[src/spsm_defines.vh]
`ifndef SPSM_DEFINES_VH
`define SPSM_DEFINES_VH
// register offsets (word address on the plain port)
`define SPSM_ADDR_CTRL 4'h0
`define SPSM_ADDR_CFG 4'h1
`define SPSM_ADDR_STATE 4'h2
`define SPSM_ADDR_IRQ_STS 4'h3
`define SPSM_ADDR_IRQ_MASK 4'h4
`define SPSM_ADDR_WAKE_EN 4'h5
// control register fields
`define SPSM_CTRL_SLEEP_BIT 0
`define SPSM_CTRL_TYPE_LSB 1
`define SPSM_CTRL_TYPE_MSB 2
// sleep type encodings
`define SPSM_SLP_S3 2'h1
`define SPSM_SLP_S4 2'h2
`define SPSM_SLP_S5 2'h3
`define SPSM_SLP_NONE 2'h0
// configuration fields
`define SPSM_CFG_AFTER_LOSS 0
`define SPSM_CFG_LPM_EN0 1
`define SPSM_CFG_LPM_EN1 2
`define SPSM_CFG_DEEP_S4_EN 3
`define SPSM_CFG_DEEP_S5_EN 4
`define SPSM_CFG_RESET 5'h00
`define SPSM_CFG_W 5
// wake enable register
`define SPSM_WAKE_EN_BIT 0
`define SPSM_WAKE_EN_RESET 1'b1
// interrupt status fields
`define SPSM_IRQ_STATE_CHG 0
`define SPSM_IRQ_OVERRIDE 1
`define SPSM_IRQ_PWR_FAIL 2
`define SPSM_IRQ_WAKE_DEFER 3
`define SPSM_IRQ_W 4
// state register field: idle substate bits
`define SPSM_STATE_SUB_LSB 8
// state one-hot codes
`define SPSM_ST_W 10
`define SPSM_ST_S0C0 10'h001
`define SPSM_ST_S0CX 10'h002
`define SPSM_ST_S0I20 10'h004
`define SPSM_ST_S0I21 10'h008
`define SPSM_ST_S3 10'h010
`define SPSM_ST_S4 10'h020
`define SPSM_ST_S5 10'h040
`define SPSM_ST_DS4 10'h080
`define SPSM_ST_DS5 10'h100
`define SPSM_ST_G3 10'h200
// processor idle message codes
`define SPSM_MSG_ACTIVE 2'h0
`define SPSM_MSG_PKG_IDLE 2'h1
`define SPSM_MSG_PKG_DEEP 2'h2
`endif

[src/spsm_power_state.v]
`timescale 1ns/100ps
`default_nettype none
`include "spsm_defines.vh"
module spsm_power_state #(
  parameter LTR_W = 10,
  parameter [9:0] LTR_DEEP_MIN = 10'h100,
  parameter [9:0] LTR_GATE_MIN = 10'h040
) (
  // clock and reset
  input wire clk_sys_in,
  input wire reset_n_in,
  // register port
  input wire [3:0] reg_addr_in,
  input wire [31:0] reg_wdata_in,
  input wire reg_write_in,
  input wire reg_read_in,
  output reg [31:0] reg_rdata_out,
  // platform events
  input wire power_good_in,
  input wire override_in,
  input wire wake_event_in,
  input wire ac_supply_present_in,
  input wire low_battery_n_in,
  input wire deep_ok_in,
  // processor idle messages
  input wire idle_msg_valid_in,
  input wire [1:0] idle_msg_code_in,
  input wire [LTR_W-1:0] latency_tol_in,
  // power outputs
  output reg idle_power_gate_n_out,
  output reg main_power_en_out,
  output reg mem_power_en_out,
  output reg wake_logic_en_out,
  output reg full_boot_out,
  output reg irq_out
);

  // state, configuration and event registers
  reg [`SPSM_ST_W-1:0] state_reg, state_next;
  reg [`SPSM_ST_W-1:0] prior_state_reg; // state held before power loss
  reg deep_from_s4_reg;
  reg [4:0] cfg_reg;
  reg [1:0] sleep_type_reg;
  reg sleep_entry_trigger_reg;
  reg wake_en_reg;
  reg wake_pend_reg;
  reg [1:0] pkg_idle_reg;
  reg [`SPSM_IRQ_W-1:0] irq_sts_reg, irq_mask_reg;
  reg [`SPSM_IRQ_W-1:0] irq_set;
  reg [31:0] rdata_next;
  // next values of the output flops and shared strobe decodes
  reg [`SPSM_IRQ_W-1:0] irq_sts_next;
  reg irq_next;
  reg main_power_next;
  reg mem_power_next;
  reg wake_logic_next;
  reg idle_power_gate_n_next;
  reg full_boot_next;
  wire sts_read;
  wire ctrl_write;
  wire next_in_s0;
  wire next_in_idle_gate;
  wire after_power_loss_policy;
  wire low_battery_active;
  wire wake_go;
  wire ovr_to_deep;

  assign after_power_loss_policy = cfg_reg[`SPSM_CFG_AFTER_LOSS];
  assign low_battery_active = ~low_battery_n_in;
  // wakes count only with enable; pending wakes survive a power loss
  assign wake_go = wake_en_reg & (wake_event_in | wake_pend_reg);
  assign ovr_to_deep = cfg_reg[`SPSM_CFG_DEEP_S5_EN] & deep_ok_in;
  // register strobes decoded once: status clear and sleep or boot-flag write
  assign sts_read = reg_read_in & (reg_addr_in == `SPSM_ADDR_IRQ_STS);
  assign ctrl_write = reg_write_in & (reg_addr_in == `SPSM_ADDR_CTRL);
  // working state and its gated substates, judged on the state being entered
  assign next_in_idle_gate = (state_next == `SPSM_ST_S0I20) | (state_next == `SPSM_ST_S0I21);
  assign next_in_s0 = (state_next == `SPSM_ST_S0C0) | (state_next == `SPSM_ST_S0CX) | next_in_idle_gate;

  // next state decode
  always @* begin
    state_next = state_reg;
    if (!power_good_in) begin
      state_next = `SPSM_ST_G3;
    end else begin
      case (state_reg)
        `SPSM_ST_S0C0: begin
          if (override_in) begin
            state_next = ovr_to_deep ? `SPSM_ST_DS5 : `SPSM_ST_S5;
          end else if (sleep_entry_trigger_reg) begin
            case (sleep_type_reg)
              `SPSM_SLP_S3: state_next = `SPSM_ST_S3;
              `SPSM_SLP_S4: state_next = `SPSM_ST_S4;
              `SPSM_SLP_S5: state_next = `SPSM_ST_S5;
              default: state_next = `SPSM_ST_S0C0;
            endcase
          end else if (pkg_idle_reg != `SPSM_MSG_ACTIVE) begin
            state_next = `SPSM_ST_S0CX;
          end
        end
        `SPSM_ST_S0CX, `SPSM_ST_S0I20, `SPSM_ST_S0I21: begin
          if (override_in) begin
            state_next = ovr_to_deep ? `SPSM_ST_DS5 : `SPSM_ST_S5;
          end else if (pkg_idle_reg == `SPSM_MSG_ACTIVE) begin
            state_next = `SPSM_ST_S0C0;
          end else if (pkg_idle_reg == `SPSM_MSG_PKG_DEEP && cfg_reg[`SPSM_CFG_LPM_EN1] &&
                       latency_tol_in >= LTR_DEEP_MIN[LTR_W-1:0]) begin
            state_next = `SPSM_ST_S0I21;
          end else if (cfg_reg[`SPSM_CFG_LPM_EN0] && latency_tol_in >= LTR_GATE_MIN[LTR_W-1:0]) begin
            state_next = `SPSM_ST_S0I20;
          end else begin
            state_next = `SPSM_ST_S0CX;
          end
        end
        `SPSM_ST_S3: begin
          if (wake_go && !low_battery_active) begin
            state_next = `SPSM_ST_S0C0;
          end
        end
        `SPSM_ST_S4: begin
          if (override_in) begin
            state_next = ovr_to_deep ? `SPSM_ST_DS5 : `SPSM_ST_S5;
          end else if (wake_go) begin
            if (!low_battery_active) begin
              state_next = `SPSM_ST_S0C0;
            end
          end else if (cfg_reg[`SPSM_CFG_DEEP_S4_EN] && deep_ok_in) begin
            state_next = `SPSM_ST_DS4;
          end
        end
        `SPSM_ST_S5: begin
          if (wake_go) begin
            if (!low_battery_active) begin
              state_next = `SPSM_ST_S0C0;
            end
          end else if (cfg_reg[`SPSM_CFG_DEEP_S5_EN] && deep_ok_in) begin
            state_next = `SPSM_ST_DS5;
          end
        end
        `SPSM_ST_DS4, `SPSM_ST_DS5: begin
          if (override_in) begin
            state_next = `SPSM_ST_S5;
          end else if (wake_go) begin
            if (!low_battery_active) begin
              state_next = `SPSM_ST_S0C0;
            end
          end else if (ac_supply_present_in) begin
            state_next = deep_from_s4_reg ? `SPSM_ST_S4 : `SPSM_ST_S5;
          end
        end
        `SPSM_ST_G3: begin
          // power is good again: pick from prior state and policy
          if (low_battery_active) begin
            state_next = (prior_state_reg == `SPSM_ST_S4) ? `SPSM_ST_S4 : `SPSM_ST_S5;
          end else if (!after_power_loss_policy) begin
            state_next = `SPSM_ST_S0C0;
          end else if (prior_state_reg == `SPSM_ST_S4) begin
            state_next = `SPSM_ST_S4;
          end else begin
            state_next = `SPSM_ST_S5;
          end
        end
        default: state_next = `SPSM_ST_S5;
      endcase
    end
  end

  // interrupt events
  always @* begin
    irq_set = {`SPSM_IRQ_W{1'b0}};
    irq_set[`SPSM_IRQ_STATE_CHG] = (state_next != state_reg);
    irq_set[`SPSM_IRQ_OVERRIDE] = override_in & (state_next != state_reg) & (state_next != `SPSM_ST_G3);
    irq_set[`SPSM_IRQ_PWR_FAIL] = (state_next == `SPSM_ST_G3) & (state_reg != `SPSM_ST_G3);
    irq_set[`SPSM_IRQ_WAKE_DEFER] = wake_go & low_battery_active & (state_next == state_reg) &
                                    (state_reg != `SPSM_ST_G3);
  end

  // sticky status next value: an event in the clearing read cycle survives it
  always @* begin
    if (sts_read) begin
      irq_sts_next = irq_set;
    end else begin
      irq_sts_next = irq_sts_reg | irq_set;
    end
    // the level output tracks the status about to be held, so a clear drops it at once
    irq_next = |(irq_sts_next & irq_mask_reg);
  end

  // power plane controls, taken from the state being entered
  always @* begin
    main_power_next = next_in_s0;
    // memory keeps its context in S3 besides the working state
    mem_power_next = next_in_s0 | (state_next == `SPSM_ST_S3);
    // only mechanical off drops the wake-detect well
    wake_logic_next = (state_next != `SPSM_ST_G3);
    // the idle gate drops only in the two gated substates
    idle_power_gate_n_next = ~next_in_idle_gate;
    // a boot from soft off or mechanical off wins over a clearing write
    full_boot_next = full_boot_out;
    if (state_next == `SPSM_ST_S0C0 && (state_reg == `SPSM_ST_S5 || state_reg == `SPSM_ST_G3)) begin
      full_boot_next = 1'b1;
    end else if (ctrl_write) begin
      full_boot_next = 1'b0;
    end
  end

  // read mux
  always @* begin
    rdata_next = 32'h00000000;
    case (reg_addr_in)
      `SPSM_ADDR_CTRL: rdata_next[`SPSM_CTRL_TYPE_MSB:`SPSM_CTRL_TYPE_LSB] = sleep_type_reg;
      `SPSM_ADDR_CFG: rdata_next[`SPSM_CFG_W-1:0] = cfg_reg;
      `SPSM_ADDR_STATE: begin
        rdata_next[`SPSM_ST_W-1:0] = state_reg;
        rdata_next[`SPSM_ST_W+1:`SPSM_ST_W] = pkg_idle_reg;
      end
      `SPSM_ADDR_IRQ_STS: rdata_next[`SPSM_IRQ_W-1:0] = irq_sts_reg;
      `SPSM_ADDR_IRQ_MASK: rdata_next[`SPSM_IRQ_W-1:0] = irq_mask_reg;
      `SPSM_ADDR_WAKE_EN: rdata_next[`SPSM_WAKE_EN_BIT] = wake_en_reg;
      default: rdata_next = 32'h00000000;
    endcase
  end

  // state register and the memory of where sleep and power loss came from
  always @(posedge clk_sys_in) begin
    if (!reset_n_in) begin
      state_reg <= `SPSM_ST_S5;
      prior_state_reg <= `SPSM_ST_S5;
      deep_from_s4_reg <= 1'b0;
    end else begin
      state_reg <= state_next;
      // remember which deep state was entered, so its resume path returns to S4 from DS4 and to S5 from DS5
      if (state_next == `SPSM_ST_DS4 && state_reg != `SPSM_ST_DS4) begin
        deep_from_s4_reg <= 1'b1;
      end else if (state_next == `SPSM_ST_DS5 && state_reg != `SPSM_ST_DS5) begin
        deep_from_s4_reg <= 1'b0;
      end
      // capture the state held on entry to mechanical off
      if (state_next == `SPSM_ST_G3 && state_reg != `SPSM_ST_G3) begin
        prior_state_reg <= state_reg;
      end
    end
  end

  // software registers; the sleep trigger is a one-cycle pulse
  always @(posedge clk_sys_in) begin
    if (!reset_n_in) begin
      cfg_reg <= `SPSM_CFG_RESET;
      sleep_type_reg <= `SPSM_SLP_NONE;
      sleep_entry_trigger_reg <= 1'b0;
      irq_mask_reg <= {`SPSM_IRQ_W{1'b0}};
      wake_en_reg <= `SPSM_WAKE_EN_RESET;
    end else begin
      // sleep trigger self-clears after one cycle, whether acted on or not
      sleep_entry_trigger_reg <= 1'b0;
      if (ctrl_write) begin
        sleep_type_reg <= reg_wdata_in[`SPSM_CTRL_TYPE_MSB:`SPSM_CTRL_TYPE_LSB];
        // a sleep request outside full on is dropped, not held for later
        sleep_entry_trigger_reg <= reg_wdata_in[`SPSM_CTRL_SLEEP_BIT] & (state_reg == `SPSM_ST_S0C0);
      end
      // configuration: after-loss policy, substate and deep sleep enables
      if (reg_write_in && reg_addr_in == `SPSM_ADDR_CFG) begin
        cfg_reg <= reg_wdata_in[`SPSM_CFG_W-1:0];
      end
      // mask and wake enable are plain read-write bits
      if (reg_write_in && reg_addr_in == `SPSM_ADDR_IRQ_MASK) begin
        irq_mask_reg <= reg_wdata_in[`SPSM_IRQ_W-1:0];
      end
      if (reg_write_in && reg_addr_in == `SPSM_ADDR_WAKE_EN) begin
        wake_en_reg <= reg_wdata_in[`SPSM_WAKE_EN_BIT];
      end
    end
  end

  // processor idle depth and the pending wake
  always @(posedge clk_sys_in) begin
    if (!reset_n_in) begin
      pkg_idle_reg <= `SPSM_MSG_ACTIVE;
      wake_pend_reg <= 1'b0;
    end else begin
      // idle messages are the only source of processor idle depth
      if (idle_msg_valid_in) begin
        pkg_idle_reg <= idle_msg_code_in;
      end
      // pending wake: held through power loss, cleared once consumed
      if (state_reg == `SPSM_ST_G3) begin
        wake_pend_reg <= wake_pend_reg;
      end else if (state_next == `SPSM_ST_S0C0 && state_reg != `SPSM_ST_S0C0) begin
        wake_pend_reg <= 1'b0;
      end else if (wake_event_in && wake_en_reg) begin
        wake_pend_reg <= 1'b1;
      end
    end
  end

  // sticky interrupt status; a read clears, an event of the same cycle is kept
  always @(posedge clk_sys_in) begin
    if (!reset_n_in) begin
      irq_sts_reg <= {`SPSM_IRQ_W{1'b0}};
    end else begin
      irq_sts_reg <= irq_sts_next;
    end
  end

  // output flops: every port leaves the block straight from a register
  always @(posedge clk_sys_in) begin
    if (!reset_n_in) begin
      reg_rdata_out <= 32'h00000000;
      idle_power_gate_n_out <= 1'b1;
      main_power_en_out <= 1'b0;
      mem_power_en_out <= 1'b0;
      wake_logic_en_out <= 1'b1;
      full_boot_out <= 1'b0;
      irq_out <= 1'b0;
    end else begin
      // read data stand for the one cycle after the strobe, zero otherwise
      reg_rdata_out <= reg_read_in ? rdata_next : 32'h00000000;
      // power planes move on the same edge as the state register
      main_power_en_out <= main_power_next;
      mem_power_en_out <= mem_power_next;
      wake_logic_en_out <= wake_logic_next;
      idle_power_gate_n_out <= idle_power_gate_n_next;
      full_boot_out <= full_boot_next;
      // interrupt level mirrors the status held from this edge on
      irq_out <= irq_next;
    end
  end

endmodule
`default_nettype wire

[config.mk]
export PLATFORM = sky130hd
export DESIGN_NAME = spsm_power_state
export DESIGN_NICKNAME = d
export VERILOG_FILES = /design/src/spsm_power_state.v
export VERILOG_INCLUDE_DIRS = /design/src
export SDC_FILE = /design/constraint.sdc
export NUM_CORES = 1
export LEC_CHECK = 0
export ABC_AREA = 1
export ABC_CLOCK_PERIOD_IN_PS = 2110
export BUFFER_PORTS_ARGS = -buffer_cell sky130_fd_sc_hd__buf_2
export CAP_MARGIN = 20
export CORE_MARGIN = 1
export CORE_UTILIZATION = 50
export CTS_BUF_LIST = sky130_fd_sc_hd__clkbuf_8
export DETAILED_ROUTE_END_ITERATION = 6
export GPL_TIMING_DRIVEN = 0
export PLACE_DENSITY = 0.79
export SYNTH_ARGS = -nofsm -noshare
export SYNTH_HDL_FRONTEND = slang
export SYNTH_SLANG_ARGS = --single-unit
[constraint.sdc]
create_clock -name clk_sys_in -period 2.11 [get_ports clk_sys_in]
set_input_delay 0.211 -clock clk_sys_in [delete_from_list [all_inputs] [get_ports clk_sys_in]]
set_output_delay 0.211 -clock clk_sys_in [all_outputs]
set_load 0.01 [all_outputs]
==> summary by stage <==
Worst hold path
In this run the worst hold path is classified as in2reg. The instance count along the most critical hold path is 3. The beginning of the worst hold path is reg_wdata_in[4].

Worst setup path
Of all nets on the critical path, the largest fanout is 8. Data on the critical path is required at its endpoint by 2330 ps. The critical path start-end classification is reg2reg. For the worst flop-to-flop path, the logic depth is 18.

The kind of capture point of the worst setup path is a flop. The start of the worst register-to-register path is state_reg[5]$_SDFF_PN0_. The critical path starts at state_reg[5]$_SDFF_PN0_.

At the worst endpoint, the arrival time is 2560 ps. The worst setup path is launched from a flop.

Placed design
Detailed placement ended at an HPWL of 9200 um. Before CTS, the worst setup slack after placement is -402 ps. The placer's final routability congestion estimate is 0.983. The port buffer count is 43. The number of instances in the placed design is 745.

Detailed routing
The total length of routed met3 wires is 967 um. In the routed design, unresolved DRC markers number 0. The total number of vias is 4429. The detailed router finished its first iteration with 303 violations. The total iterations of the first detailed-routing run is 6. The detail route stage leaves a number of antenna-violating nets equal to 0. The highest routed metal layer is met4.

The met1 wire length is 5020 um. The total wirelength of the detailed-routed design is 12900 um. The total met2 wirelength after detailed routing is 6220 um.

The average via count per standard cell is 5.56. The final routed wire length divided by cell count is 16.2 um.

CTS
The total number of clock tree sinks is 59. The maximum clock insertion buffer count is 2. The root buffer cell is sky130_fd_sc_hd__clkbuf_8.

Clock latency on the worst-skew pair, taken at its later pin, is 340 ps. After clock tree synthesis, the clock-pin slew on the worst setup and hold paths is 80 ps. The CTS H-tree depth is 3. TritonCTS created 9 clock buffers. The clock tree from TritonCTS is yes.

The number of buffers added to fix hold violations after cts is 0.

STA
For this run, the top clock speed supported by timing is 428 MHz. Setup repair after global routing could not meet its margin everywhere. In the post-route analysis, the smallest setup slack over all paths is -227 ps. The setup TNS after final layout is -830 ps. The clock arrives with 14.0 ps of skew. The final period utilization is 111%. The clock period minus worst slack is 2340 ps. The final number of max-transition violations is 0. Hold timing on the final database bottoms out at a slack of 145 ps. At the pin with the least slew margin, the transition time is 630 ps.

The number of setup violations in the final report is 8. The normalized max-slew margin is 57.8%. The number of hold violations in the final report is 0.

Yosys
Synthesis produced a netlist whose cell count is 587. Synthesis inferred 59 register bits. Summing every instance area after synthesis gives 3700 um^2. The count of warnings emitted by yosys is 0.

After synthesis, the mean cell area works out to 6.30 um^2. The count of different cell masters after synthesis is 39. Summing the sequential cell areas from Yosys gives 31.9% of the chip area.

GRT
The final global-route overflow total is 0. The first global-routing pass estimated 19500 um of wire. The initial antenna violation count is 0. The overall global routing resource usage is 34.1%. Entering global routing, the biggest net connects 11 pins. The via count of the first global-routing pass is 3986.

Finish
Compared with the post-synthesis result, the final layout area differs by 32.2%. 0 antenna diodes ended up in the layout. The final-layout fill cell count is 615. The non-filler instance count after layout is 797. The final net count is 756.

Cells with a size suffix above 1 make up 30.8% of the layout. The register with the most flip-flops in the layout has 12 of them. In the layout the commonest cells are sky130_fd_sc_hd__nand2_1, sky130_fd_sc_hd__nor2_1, sky130_fd_sc_hd__buf_4. The most common cell after layout, fill and taps aside is sky130_fd_sc_hd__nand2_1.

Status
The final reports fail on setup timing. The flow ran to the end, but the final reports show violations.

Die
The total area inside the core boundary comes to 6980 um^2. The row count is 30. The effective utilization at floorplan is 53.0%. The number of I/O pins is 97. The y dimension of the die is 88.0 um.

The die width is 88.0 um. The die covers 7740 um^2.

Power
Across the VDD grid, the largest voltage drop is 418 uV. The static leakage is 0.00237 uW. In this run the power density over the cells is 570 nW/um^2.

Run
The number of max-cap violations is 0.
## routing by layer
| layer | global-route usage, % | up-vias |
|---|---|---|
| met4 | 20.3 | 0 |
| met2 | 57.0 | 270 |
| met5 | 0 | - |
| li1 | - | 2087 |
| met3 | 6.41 | 59 |
| met1 | 40.7 | 2013 |
## critical path, stage by stage, from the launching register on
cell                      delay, ps
sky130_fd_sc_hd__dfxtp_2        330
sky130_fd_sc_hd__buf_6          140
sky130_fd_sc_hd__nor2_4          50
sky130_fd_sc_hd__nand2_4        140
sky130_fd_sc_hd__nor2_8          70
sky130_fd_sc_hd__nand2_4        130
sky130_fd_sc_hd__nor2_1          50
sky130_fd_sc_hd__nor2_1         140
sky130_fd_sc_hd__nand4_1        190
sky130_fd_sc_hd__nand2_1        140
sky130_fd_sc_hd__nand2_1         70
sky130_fd_sc_hd__nand2_1         70
sky130_fd_sc_hd__nand2_1        110
sky130_fd_sc_hd__nor2_4         160
sky130_fd_sc_hd__nand3_1         90
sky130_fd_sc_hd__nand2_1         90
sky130_fd_sc_hd__nand2_1         60
sky130_fd_sc_hd__nand3_1         60
sky130_fd_sc_hd__nand3_1         90
## path summary, 6_finish.rpt
path	end	slack, ps
worst max register to register	irq_out$_SDFF_PN0_	-230
worst max-delay path	irq_out$_SDFF_PN0_	-230
worst min-delay path	cfg_reg[4]$_SDFFE_PN0P_	140
worst min register to register	prior_state_reg[8]$_SDFFE_PN0P_	480
## cell type report
type | count | area [um^2] | share of cell area, %
Clock buffer | 10 | 138 | 2.82
Sequential cell | 59 | 1200 | 24.5
Multi-Input combinational cell | 444 | 2360 | 48.2
Buffer | 34 | 239 | 4.89
Timing Repair Buffer | 81 | 504 | 10.3
Inverter | 68 | 275 | 5.63
Clock inverter | 5 | 55.1 | 1.13
Tap cell | 96 | 120 | 2.46
## per-stage QoR
stage | cell area (um^2) | utilization, % | power [uW]
after floorplan | 3770 | - | 1520
after global placement | 4100 | 58.8 | 1650
after detailed placement | 4100 | 58.8 | 1660
after CTS | 4660 | 66.7 | 2730
after global routing | 4890 | 70.0 | 2900
final | 4890 | 70.0 | 2780
## repair_timing
action / CTS / global route
pin swaps: 18 / 36
setup buffers: 29 / 9
gates resized for setup: 44 / 56
setup endpoints to repair: 7 / 20
endpoints found under the hold margin: 0 / 0
## power by group
group / internal, uW / total, uW / switching (uW)
combinational: 218 / 591 / 373
clock: 566 / 1020 / 452
sequential: 1150 / 1170 / 28.0
## logic make-up (layout without fill, tap and decap cells)
logic type	Yosys count	count (layout)	synth area share [%]
other cells	1	20	0.101
simple gates	331	331	40.5
buf+inv	103	198	13.3
flops	59	59	31.9
compound gates	93	93	14.1
## Yosys cell counts, drive strengths merged
| master | number | area (um^2) |
|---|---|---|
| nand2 | 161 | 654 |
| nor2 | 87 | 383 |
| inv | 67 | 251 |
| nand3 | 60 | 310 |
| dfxtp | 59 | 1180 |
| o21ai | 41 | 209 |
| a21oi | 32 | 160 |
| buf | 30 | 219 |
| nand4 | 13 | 81.3 |
| o22ai | 7 | 43.8 |
| nor3 | 6 | 35.0 |
| clkbuf | 5 | 18.8 |
| o211ai | 4 | 30.0 |
| a311oi | 2 | 17.5 |
| a31oi | 2 | 12.5 |
| a211oi | 1 | 7.51 |
| a21boi | 1 | 18.8 |
| a21o | 1 | 7.51 |
| a221oi | 1 | 8.76 |
| and2 | 1 | 6.26 |
| clkinv | 1 | 3.75 |
| conb | 1 | 3.75 |
| nand3b | 1 | 7.51 |
| nor4 | 1 | 12.5 |
| o31ai | 1 | 7.51 |
| or2 | 1 | 6.26 |
Note: power is estimated with default switching activity, not from simulation.
